<file path="config.mk">
export PLATFORM = sky130hd
export DESIGN_NAME = dst_sense_ctrl
export DESIGN_NICKNAME = d
export VERILOG_FILES = /design/src/include/dst_pkg.sv /design/src/hw/dst_status_map.sv /design/src/hw/dst_sense_ctrl.sv
export SDC_FILE = /design/constraint.sdc
export NUM_CORES = 1
export LEC_CHECK = 0
export BUFFER_PORTS_ARGS = -buffer_cell sky130_fd_sc_hd__clkbuf_2
export CORE_ASPECT_RATIO = 1.75
export CORE_MARGIN = 4
export CORE_UTILIZATION = 56
export DETAILED_ROUTE_END_ITERATION = 8
export GPL_ROUTABILITY_DRIVEN = 0
export GPL_TIMING_DRIVEN = 0
export PLACE_DENSITY = 0.87
export REMOVE_ABC_BUFFERS = 1
export SLEW_MARGIN = 10
export SYNTH_ARGS = -nofsm -noshare
export SYNTH_HDL_FRONTEND = slang
export SYNTH_HIERARCHICAL = 1
export SYNTH_SLANG_ARGS = --single-unit
</file>
<file path="constraint.sdc">
create_clock -name ref_clk_in -period 5.45 [get_ports ref_clk_in]
set_clock_uncertainty 0.05 [all_clocks]
set_input_delay 0.8175 -clock ref_clk_in [delete_from_list [all_inputs] [get_ports ref_clk_in]]
set_output_delay 0.8175 -clock ref_clk_in [all_outputs]
set_load 0.02 [all_outputs]
</file>
<file path="src/include/dst_pkg.sv">
// constants, types and helpers shared by the threshold and readout logic
package dst_pkg;

  ////////////////////////////////////////////////////////////////////////////
  // geometry
  localparam int CH_NUM = 32;
  localparam int BANK_NUM = 4;
  localparam int BANK_W = 8;
  localparam int FIELD_W = 6;
  localparam int THR_W = 7;

  ////////////////////////////////////////////////////////////////////////////
  // timing: master reset qualification
  localparam int CLK_NS = 10;
  localparam int MR_MIN_NS = 100;
  localparam int MR_MIN_CYC = (MR_MIN_NS + CLK_NS - 1) / CLK_NS;
  localparam int MR_CNT_W = $clog2(MR_MIN_CYC + 1);

  ////////////////////////////////////////////////////////////////////////////
  // serial opcodes
  localparam logic [7:0] OP_WR_CTL = 8'h02;
  localparam logic [7:0] OP_WR_BANK = 8'h04;
  localparam logic [7:0] OP_WR_GND = 8'h3a;
  localparam logic [7:0] OP_WR_SUP = 8'h3c;
  localparam logic [7:0] OP_WR_TPAT = 8'h1e;
  localparam logic [7:0] OP_RD_CTL = 8'h82;
  localparam logic [7:0] OP_RD_BANK = 8'h84;
  localparam logic [7:0] OP_RD_GND = 8'hba;
  localparam logic [7:0] OP_RD_SUP = 8'hbc;
  localparam logic [7:0] OP_RD_TPAT = 8'h9e;
  localparam logic [7:0] OP_RD_B0 = 8'h90;
  localparam logic [7:0] OP_RD_B1 = 8'h92;
  localparam logic [7:0] OP_RD_B2 = 8'h94;
  localparam logic [7:0] OP_RD_B3 = 8'h96;
  localparam logic [7:0] OP_RD_ALL = 8'hf8;

  ////////////////////////////////////////////////////////////////////////////
  // field positions and reset values
  localparam int OP_RD_BIT = 7;
  localparam int CTL_TEST_BIT = 0;
  localparam int CTL_SOFT_RESET_FLAG_BIT = 1;
  localparam int PAT_ALL_LO = 0;
  localparam int PAT_ALL_HI = 1;
  localparam int PAT_ODD_LO = 2;
  localparam int PAT_ODD_HI = 3;
  localparam logic [7:0] REG_RST = 8'h00;
  localparam logic [CH_NUM-1:0] ODD_MASK = 32'haaaa_aaaa;

  ////////////////////////////////////////////////////////////////////////////
  // types
  typedef enum logic [1:0] {
    SPI_OPCODE = 2'b00,
    SPI_WRITE = 2'b01,
    SPI_READ = 2'b10,
    SPI_DONE = 2'b11
  } dst_spi_t;

  typedef struct packed {
    logic [THR_W-1:0] upper;
    logic [THR_W-1:0] lower;
  } dst_thr_t;

  typedef struct packed {
    logic sck_m, sck_s, sck_p;
    logic csn_m, csn_s;
    logic si_m, si_s;
    logic mr_m, mr_s;
    logic [MR_CNT_W-1:0] mr_cnt;
    dst_spi_t spi;
    logic [2:0] bit_cnt;
    logic [2:0] byte_cnt;
    logic [7:0] opcode;
    logic [7:0] shin;
    logic [31:0] shout;
    logic sdo;
    logic sdo_oe;
    logic [7:0] ctl, bank, tpat;
    logic [7:0] gnd_hys, gnd_cen, sup_hys, sup_cen;
    dst_thr_t [BANK_NUM-1:0] thr;
  } dst_main_t;

  typedef struct packed {
    logic [CH_NUM-1:0] up_m, up_s;
    logic [CH_NUM-1:0] lo_m, lo_s;
    logic [CH_NUM-1:0] status;
  } dst_stat_t;

  ////////////////////////////////////////////////////////////////////////////
  // window edges in half-volt codes: half the width in volts is width codes
  function automatic dst_thr_t dst_derive(input logic [7:0] hys,
                                          input logic [7:0] cen);
    logic [THR_W-1:0] h;
    logic [THR_W-1:0] c;
    dst_thr_t r; // result pair
    h = {1'b0, hys[FIELD_W-1:0]};
    c = {1'b0, cen[FIELD_W-1:0]};
    r.upper = c + h;
    // lower edge clamps at zero rather than wrapping
    r.lower = (c > h) ? c - h : '0;
    return r;
  endfunction

  // data bytes carried by a write opcode, zero for unknown ones
  function automatic logic [2:0] dst_wr_bytes(input logic [7:0] op);
    case (op)
      OP_WR_CTL, OP_WR_BANK, OP_WR_TPAT: dst_wr_bytes = 3'h1;
      OP_WR_GND, OP_WR_SUP: dst_wr_bytes = 3'h2;
      default: dst_wr_bytes = 3'h0;
    endcase
  endfunction

endpackage

</file>
<file path="src/hw/dst_status_map.sv">
// comparator result capture, self-test forcing and status word hold
`timescale 1ns/1ps
module dst_status_map
  import dst_pkg::*;
(
  // clock and reset
  input wire logic ref_clk_in,
  input wire logic nrst_in,
  // control from the register side
  input wire logic clr_in,
  input wire logic test_en_in,
  input wire logic [3:0] pattern_in,
  // analog comparator results, asynchronous
  input wire logic [CH_NUM-1:0] above_upper_in,
  input wire logic [CH_NUM-1:0] below_lower_in,
  // status word
  output logic [CH_NUM-1:0] status_out
);

  dst_stat_t st_reg; // all state
  dst_stat_t st_next; // next state
  logic [CH_NUM-1:0] force_hi; // forced high inputs
  logic [CH_NUM-1:0] force_lo; // forced low inputs
  logic [CH_NUM-1:0] eff_up; // effective above-upper
  logic [CH_NUM-1:0] eff_lo; // effective below-lower

  ////////////////////////////////////////////////////////////////////////////
  // forced comparator inputs, highest pattern bit wins
  always_comb begin
    force_hi = '0;
    force_lo = '1;
    if (pattern_in[PAT_ODD_HI]) begin
      force_hi = ODD_MASK;
      force_lo = ~ODD_MASK;
    end else if (pattern_in[PAT_ODD_LO]) begin
      force_hi = ~ODD_MASK;
      force_lo = ODD_MASK;
    end else if (pattern_in[PAT_ALL_HI]) begin
      force_hi = '1;
      force_lo = '0;
    end
  end

  // a high input sits above the upper edge, a low one below the lower
  assign eff_up = test_en_in ? force_hi : st_reg.up_s;
  assign eff_lo = test_en_in ? force_lo : st_reg.lo_s;

  ////////////////////////////////////////////////////////////////////////////
  // next state: synchronisers and windowed status
  always_comb begin
    st_next = st_reg;
    // two flops per comparator line
    st_next.up_m = above_upper_in;
    st_next.up_s = st_reg.up_m;
    st_next.lo_m = below_lower_in;
    st_next.lo_s = st_reg.lo_m;
    // low side sets, high side clears, between keeps
    st_next.status = (st_reg.status & ~eff_up) | eff_lo;
    if (clr_in) begin
      st_next.status = '0;
    end
  end

  ////////////////////////////////////////////////////////////////////////////
  // state register
  always_ff @(posedge ref_clk_in or negedge nrst_in) begin
    if (!nrst_in) begin
      st_reg <= '0;
    end else begin
      st_reg <= st_next;
    end
  end

  assign status_out = st_reg.status;

endmodule

</file>
<file path="src/hw/dst_sense_ctrl.sv">
// serial register access, resets and threshold derivation for 32 inputs
`timescale 1ns/1ps
//////////////////////////////////////////////////////////////////////////////
// Operation
// - gnd width field sets gnd hysteresis
// - gnd center field sets gnd center
// - supply width field sets supply hysteresis
// - supply center field sets supply center
// - spare bits 7:6 stored, read, reset
// - 0x3A writes gnd pair, width first
// - 0xBC reads, 0x3C writes supply pair
// - edges are center plus/minus half width
// - gnd input low reads 1, open 0
// - supply input open 1, high 0
// - status word read by five commands
// - 0x90..0x96 one bank, 0xF8 all
// - 32 channels in 4 banks readable
// - bank type 0 gnd, 1 supply
// - type bit n covers bank n
// - two threshold pairs applied independently
// - power-up resets every register
// - master reset pin low resets all
// - soft reset bit holds reset until cleared
// - test bit forces comparator inputs
// - pattern selects forcing, read normally
// - pattern bits: odd hi/lo, all hi/lo
module dst_sense_ctrl
  import dst_pkg::*;
(
  // clock and power-up reset
  input wire logic ref_clk_in,
  input wire logic nrst_in,
  // master reset pin, asynchronous
  input wire logic master_reset_n_in,
  // serial port, mode 0, asynchronous pins
  input wire logic sck_in,
  input wire logic csn_n_in,
  input wire logic sdi_in,
  output logic sdo_out,
  output logic sdo_oe_out,
  // analog comparator results per input
  input wire logic [CH_NUM-1:0] above_upper_in,
  input wire logic [CH_NUM-1:0] below_lower_in,
  // threshold codes toward each bank's converter
  output logic [BANK_NUM-1:0][THR_W-1:0] upper_threshold_out,
  output logic [BANK_NUM-1:0][THR_W-1:0] lower_threshold_out,
  // configuration and state shown outward
  output logic [BANK_NUM-1:0] bank_type_select_out,
  output logic self_test_out,
  output logic soft_reset_flag_out,
  output logic [CH_NUM-1:0] sense_status_out
);

  //////////////////////////////////////////////////////////////////////////
  // declarations
  dst_main_t st_reg; // all state
  dst_main_t st_next; // next state
  logic sck_rise; // sampled clock rose
  logic sck_fall; // sampled clock fell
  logic [7:0] rx_byte; // byte completed on this rise
  logic full_rst; // master reset qualified
  logic hold_rst; // master or soft reset holding the block
  logic [CH_NUM-1:0] status; // current status word
  logic [31:0] rd_word; // read data, msb first

  //////////////////////////////////////////////////////////////////////////
  // edge and reset decode, all from second synchroniser flops
  assign sck_rise = st_reg.sck_s & ~st_reg.sck_p;
  assign sck_fall = ~st_reg.sck_s & st_reg.sck_p;
  assign rx_byte = {st_reg.shin[6:0], st_reg.si_s};
  // pin held low long enough counts as a full reset
  assign full_rst = (st_reg.mr_cnt == MR_CNT_W'(MR_MIN_CYC));
  // soft reset keeps the status side cleared too
  assign hold_rst = full_rst | st_reg.ctl[CTL_SOFT_RESET_FLAG_BIT];

  //////////////////////////////////////////////////////////////////////////
  // read data picked at the opcode's last rising edge
  always_comb begin
    rd_word = '0;
    case (rx_byte)
      // single-byte registers sit in the top byte
      OP_RD_CTL: rd_word[31:24] = st_reg.ctl;
      OP_RD_BANK: rd_word[31:24] = st_reg.bank;
      OP_RD_TPAT: rd_word[31:24] = st_reg.tpat;
      // pairs go width byte first, spare bits included
      OP_RD_GND: rd_word[31:16] = {st_reg.gnd_hys, st_reg.gnd_cen};
      OP_RD_SUP: rd_word[31:16] = {st_reg.sup_hys, st_reg.sup_cen};
      // one bank per command
      OP_RD_B0: rd_word[31:24] = status[7:0];
      OP_RD_B1: rd_word[31:24] = status[15:8];
      OP_RD_B2: rd_word[31:24] = status[23:16];
      OP_RD_B3: rd_word[31:24] = status[31:24];
      // whole word, bit 31 first
      OP_RD_ALL: rd_word = status;
      // reserved opcodes return zeros
      default: rd_word = '0;
    endcase
  end

  //////////////////////////////////////////////////////////////////////////
  // next state of the whole block
  always_comb begin
    st_next = st_reg;

    // pin synchronisers, two flops each
    st_next.sck_m = sck_in;
    st_next.sck_s = st_reg.sck_m;
    st_next.sck_p = st_reg.sck_s;
    st_next.csn_m = csn_n_in;
    st_next.csn_s = st_reg.csn_m;
    st_next.si_m = sdi_in;
    st_next.si_s = st_reg.si_m;
    st_next.mr_m = master_reset_n_in;
    st_next.mr_s = st_reg.mr_m;

    // low time of the master reset pin, saturating
    if (st_reg.mr_s) begin
      st_next.mr_cnt = '0;
    end else if (!full_rst) begin
      st_next.mr_cnt = st_reg.mr_cnt + 1'b1;
    end

    // deselect ends the instruction, a partial byte is dropped
    if (st_reg.csn_s) begin
      st_next.spi = SPI_OPCODE;
      st_next.bit_cnt = '0;
      st_next.byte_cnt = '0;
      st_next.sdo = 1'b0;
      st_next.sdo_oe = 1'b0;
    end else if (sck_rise) begin
      // input bits are taken only while receiving
      if (st_reg.spi == SPI_OPCODE || st_reg.spi == SPI_WRITE) begin
        st_next.shin = rx_byte;
        st_next.bit_cnt = st_reg.bit_cnt + 3'h1;
        if (st_reg.bit_cnt == 3'h7) begin
          case (st_reg.spi)
            // opcode complete
            SPI_OPCODE: begin
              st_next.opcode = rx_byte;
              st_next.byte_cnt = '0;
              if (rx_byte[OP_RD_BIT]) begin
                st_next.spi = SPI_READ;
                st_next.shout = rd_word;
              end else if (dst_wr_bytes(rx_byte) != 3'h0) begin
                st_next.spi = SPI_WRITE;
              end else begin
                // unknown write: ignore the rest
                st_next.spi = SPI_DONE;
              end
            end
            // data byte complete: load its register now
            SPI_WRITE: begin
              case (st_reg.opcode)
                OP_WR_CTL: begin
                  st_next.ctl = rx_byte;
                end
                OP_WR_BANK: begin
                  st_next.bank = rx_byte;
                end
                OP_WR_TPAT: begin
                  st_next.tpat = rx_byte;
                end
                OP_WR_GND: begin
                  // width byte first, center byte second
                  if (st_reg.byte_cnt == 3'h0) begin
                    st_next.gnd_hys = rx_byte;
                  end else begin
                    st_next.gnd_cen = rx_byte;
                  end
                end
                OP_WR_SUP: begin
                  // same order for the supply pair
                  if (st_reg.byte_cnt == 3'h0) begin
                    st_next.sup_hys = rx_byte;
                  end else begin
                    st_next.sup_cen = rx_byte;
                  end
                end
                default: begin
                  st_next.spi = SPI_DONE;
                end
              endcase
              st_next.byte_cnt = st_reg.byte_cnt + 3'h1;
              // extra bytes after the last are ignored
              if (st_reg.byte_cnt + 3'h1 == dst_wr_bytes(st_reg.opcode)) begin
                st_next.spi = SPI_DONE;
              end
            end
            default: begin
              st_next.spi = SPI_DONE;
            end
          endcase
        end
      end
    end else if (sck_fall && st_reg.spi == SPI_READ) begin
      // output changes on falling edges, msb first, zeros after
      st_next.sdo = st_reg.shout[31];
      st_next.shout = {st_reg.shout[30:0], 1'b0};
      st_next.sdo_oe = 1'b1;
    end

    // each bank takes the pair of its own type
    for (int b = 0; b < BANK_NUM; b++) begin
      if (st_reg.bank[b]) begin
        st_next.thr[b] = dst_derive(st_reg.sup_hys, st_reg.sup_cen);
      end else begin
        st_next.thr[b] = dst_derive(st_reg.gnd_hys, st_reg.gnd_cen);
      end
    end

    // soft reset: other registers and test bit held at defaults
    if (st_next.ctl[CTL_SOFT_RESET_FLAG_BIT]) begin
      st_next.ctl[CTL_TEST_BIT] = 1'b0;
      st_next.bank = REG_RST;
      st_next.tpat = REG_RST;
      st_next.gnd_hys = REG_RST;
      st_next.gnd_cen = REG_RST;
      st_next.sup_hys = REG_RST;
      st_next.sup_cen = REG_RST;
    end

    // master reset: everything back to defaults, port idle
    if (full_rst) begin
      st_next.ctl = REG_RST;
      st_next.bank = REG_RST;
      st_next.tpat = REG_RST;
      st_next.gnd_hys = REG_RST;
      st_next.gnd_cen = REG_RST;
      st_next.sup_hys = REG_RST;
      st_next.sup_cen = REG_RST;
      st_next.spi = SPI_DONE;
      st_next.sdo = 1'b0;
      st_next.sdo_oe = 1'b0;
    end
  end

  //////////////////////////////////////////////////////////////////////////
  // state register, power-up reset to all defaults
  always_ff @(posedge ref_clk_in or negedge nrst_in) begin
    if (!nrst_in) begin
      st_reg <= '0;
    end else begin
      st_reg <= st_next;
    end
  end

  //////////////////////////////////////////////////////////////////////////
  // comparator capture, forcing and status hold
  dst_status_map u_status (
    .ref_clk_in(ref_clk_in),
    .nrst_in(nrst_in),
    .clr_in(hold_rst),
    .test_en_in(st_reg.ctl[CTL_TEST_BIT]),
    .pattern_in(st_reg.tpat[3:0]),
    .above_upper_in(above_upper_in),
    .below_lower_in(below_lower_in),
    .status_out(status)
  );

  //////////////////////////////////////////////////////////////////////////
  // outputs, all from flops
  always_comb begin
    for (int b = 0; b < BANK_NUM; b++) begin
      upper_threshold_out[b] = st_reg.thr[b].upper;
      lower_threshold_out[b] = st_reg.thr[b].lower;
    end
  end

  assign sdo_out = st_reg.sdo;
  assign sdo_oe_out = st_reg.sdo_oe;
  assign bank_type_select_out = st_reg.bank[BANK_NUM-1:0];
  assign self_test_out = st_reg.ctl[CTL_TEST_BIT];
  assign soft_reset_flag_out = st_reg.ctl[CTL_SOFT_RESET_FLAG_BIT];
  assign sense_status_out = status;

endmodule

</file>
==> impl_metrics.csv <==
group,metric,value,unit
power,p_total,5.47,mW
logic_synthesis,synth_edf_count,0,
placement,place_area,0.0152,sq mm
floorplan,core,0.0260,sq mm
routing,viasPerCell,5.87,
floorplan,dieArea,0.0291,sq mm
logic_synthesis,synth_cells,1223,
setup_path,critPathMaxStageDelay,1.03,ns
floorplan,io_pins,166,
global_route,overflow,0,
logic_synthesis,synth_top_family_by_area,"compound AO/OA/AOI/OAI gates",
setup_path,cp_num_buf_inv,0,
logic_synthesis,ys_ff_latch,342,
setup_path,worstSetupStartpointType,"register",
logic_synthesis,synth_cell_types,72,
min_path,hp-class,"in -> async",
setup_path,r2r_setup_slack,1.93,ns
routing,first_pass_iters,5,
placement,port_buffers,165,
setup_path,end_kind,"register",
global_route,grt_pass1_vias,9897,
sta,rsz0062_at_grt,"false",
outcome,status,"completed",
sta,setup_viol,0,
floorplan,rows,78,
finish,areaGrowthSynthToFinish,10.6,%
run,maxCapViolCount,0,
logic_synthesis,synthXorXnorAreaFrac,0.950,%
finish,antenna_cells,0,
setup_path,r2r_cells,5,
routing,vias,9509,
setup_path,crit_fanout,23,
global_route,grt_usage,22.8,%
sta,slew_headroom,19.5,%
finish,final_cell_area,0.0163,sq mm
logic_synthesis,synth_top_cell_by_area,"dfrtp_1",
sta,hold_viol_final,0,
logic_synthesis,synth.area.top_cells,"dfrtp_1 (58%), buf_4 (4.8%), mux2_2 (4.4%)",
logic_synthesis,yosysTopAreaCellShare,58.0,%
power,combinationalPowerShare,6.3,%
floorplan,die_h,223,microns
finish,num-fill-cells,1938,
power,power_frac_clock,42.8,%
finish,largest_reg_flops,105,
power,p_sw_share,23.2,%
power,p_leak,7.64,nW
floorplan,initial_utilization,56.8,%
routing,routedWlPerCell,20.4,microns
setup_path,cp_slowest_cell,"nor4b_2",
logic_synthesis,synthAdderAreaFrac,3.09,%
logic_synthesis,syn-cell-area,0.0148,sq mm
sta,finalCritPeriodShare,64.5,%
setup_path,path_depth,5,
routing,dr.first_iter.drc_count,766,
routing,routed_wl,33.0,mm
global_route,antenna_found_initial,0,
sta,fmax,0.284,GHz
logic_synthesis,async_flop_share,100,%
logic_synthesis,muxShareOfSynthArea,8.11,%
logic_synthesis,synth_ff_type,"dfrtp_1",
clocking,hold_buffers,0,
global_route,grt_pass1_wl,52.4,mm
power,p_int,4.21,mW
clocking,numCtsBuffers,29,
placement,pre_cts_ws,2.09,ns
clocking,post_cts_resized,0,
power,p_sw,1.27,mW
clocking,path_clk_slew,0.07,ns
clocking,clk_latency,0.56,ns
clocking,post_cts_buffers,0,
logic_synthesis,synth-compound-area-share,12.7,%
routing,route.detailed.drc,0,
setup_path,cp_data_required_time,5.87,ns
finish,fin_nets,1381,
finish,stdcell_count,1619,
power,peakVddDrop,0.386,mV
setup_path,crit_type,"reg -> reg",
placement,hpwl,22.9,mm
setup_path,crit_chain,"nand2b_1 > nor4b_2 > and2_0 > a22oi_1 > a21oi_1",
floorplan,die_width,131,microns
clocking,cts_sinks,342,
finish,post-route-util,62.8,%
global_route,grt_max_degree,113,
logic_synthesis,avgSynthCellArea,12.1,sq um
logic_synthesis,yosysSeqAreaShare,58.0,%
clocking,cts_tree,"built",
placement,dp.cells,1566,
clocking,cts_buffer_depth,3,
sta,tightest_slew,1.20,ns
logic_synthesis,synth-warning-count,6,
logic_synthesis,synthSimpleGateAreaFrac,9.44,%
sta,fin_crit,3.52,ns
power,p_seq_share,50.8,%
routing,drtAntennaViolNets,0,
setup_path,critPathTopFamily,"simple AND/OR/NAND/NOR gates",
sta,layout_setup_ws,1.93,ns
finish,drive_gt1_share,24.6,%
clocking,cts-root-buf,"clkbuf_16",
power,power.density,336,mW/mm^2
sta,final_max_slew_viol_count,0,
setup_path,worstPathArrival,3.93,ns
clocking,h-tree-depth,1,
[cell families (layout without fill, tap and decap cells)]
family | Yosys count | in the layout
AO/OA/AOI/OAI | 260 | 260
flip-flops | 342 | 342
AND/OR/NAND/NOR | 263 | 263
adder cells (fa/ha/maj) | 34 | 34
buffers and inverters | 199 | 275
XOR/XNOR | 16 | 16
multiplexers | 109 | 109
[synthesized netlist by cell type (4+ instances only)]
cell type and n:
dfrtp_1 342, nor2_1 99, buf_4 95, a21oi_1 64
mux2_2 58, inv_1 52, mux2i_1 46, nand2_1 40
o21ai_0 40, clkbuf_1 34, ha_1 30, a22oi_1 28
a22o_1 27, nor2b_1 27, a211oi_1 22, nor3_1 18
o31a_2 16, nand3_1 11, xnor2_1 11, buf_2 10
a221oi_1 9, nand2b_1 9, nand4_1 9, a2bb2oi_1 7
and2_1 7, and4_1 7, o21a_1 7, o21bai_1 6
a221o_1 5, buf_1 5, nor3b_1 5, nor4_1 5
xor2_1 5, fa_1 4, mux2_4 4, o22ai_1 4
[worst reg2reg max path: stages (launching register included)]
cell      delay [ns]
dfrtp_1         0.82
nand2b_1        0.29
nor4b_2         1.03
and2_0          0.82
a22oi_1         0.20
a21oi_1         0.23
[metrics by stage]
| stage | TNS (ns) | hold WS, ns |
|---|---|---|
| 4_1_cts | 0 | 0.132 |
| 3_5_place_dp | 0 | 0.285 |
| 2_1_floorplan | 0 | 0.281 |
| 5_1_grt | 0 | 0.144 |
| 6_report | 0 | 0.145 |
| 3_3_place_gp | -1098.21 | 0.281 |
[metal layers]
metal	part of all wire, %	GRT usage (%)	vias up
li1	-	-	4298
met1	34	25.4	4733
met2	55	41.7	373
met3	5.6	2.93	105
met4	5.2	11.4	0
met5	0	0	-
[placed cells by master (no fill, tap or decap), types with 6 or more instances in the layout]
cell,Yosys,layout
clkbuf_2,0,164
mux2i_1,46,46
o21bai_1,6,6
nor2b_1,27,27
a2bb2oi_1,7,7
a21oi_1,64,64
nand2_1,40,40
nor2_1,99,99
mux2_2,58,58
nor3_1,18,18
a221oi_1,9,9
xnor2_1,11,11
clkbuf_16,0,29
clkbuf_8,0,10
a22o_1,27,27
dfrtp_1,342,341
o21a_1,7,7
inv_1,52,52
and2_1,7,7
and4_1,7,7
o31a_2,16,16
a211oi_1,22,22
o21ai_0,40,40
bufinv_16,0,7
nand3_1,11,11
nand2b_1,9,8
a22oi_1,28,28
ha_1,30,30
nand4_1,9,9
[power by group through the flow]
stage / Combinational (mW) / Clock (mW) / Sequential (mW)
final: 0.347 / 2.34 / 2.78
after global routing: 0.381 / 2.49 / 2.80
after CTS: 0.347 / 2.39 / 2.78
after detailed placement: 0.343 / 0 / 2.83
after global placement: 0.319 / 0 / 2.82
after floorplan: 0.178 / 0 / 2.78
[area by class of cell]
| type | count | area (sq um) | area share, % |
|---|---|---|---|
| Inverter | 52 | 195 | 1.20 |
| Sequential cell | 342 | 8560 | 52.5 |
| Tap cell | 320 | 400 | 2.45 |
| Clock inverter | 13 | 256 | 1.57 |
| Clock buffer | 40 | 857 | 5.25 |
| Multi-Input combinational cell | 682 | 5080 | 31.2 |
| Timing Repair Buffer | 170 | 957 | 5.87 |
[path summary, 6_finish.rpt]
kind	start	to
setup / recovery	rx_byte[3]	st_reg[115]
setup reg to reg	rx_byte[3]	st_reg[115]
hold reg to reg	u_status/st_next[115]	u_status/st_reg[115]
max in group asynchronous	nrst_in	lower_threshold_out[2]
min in group ref_clk_in	u_status/st_next[115]	u_status/st_reg[115]
hold / removal	nrst_in	u_status/st_reg[44]
No activity file was read; power rests on OpenSTA's default activity.
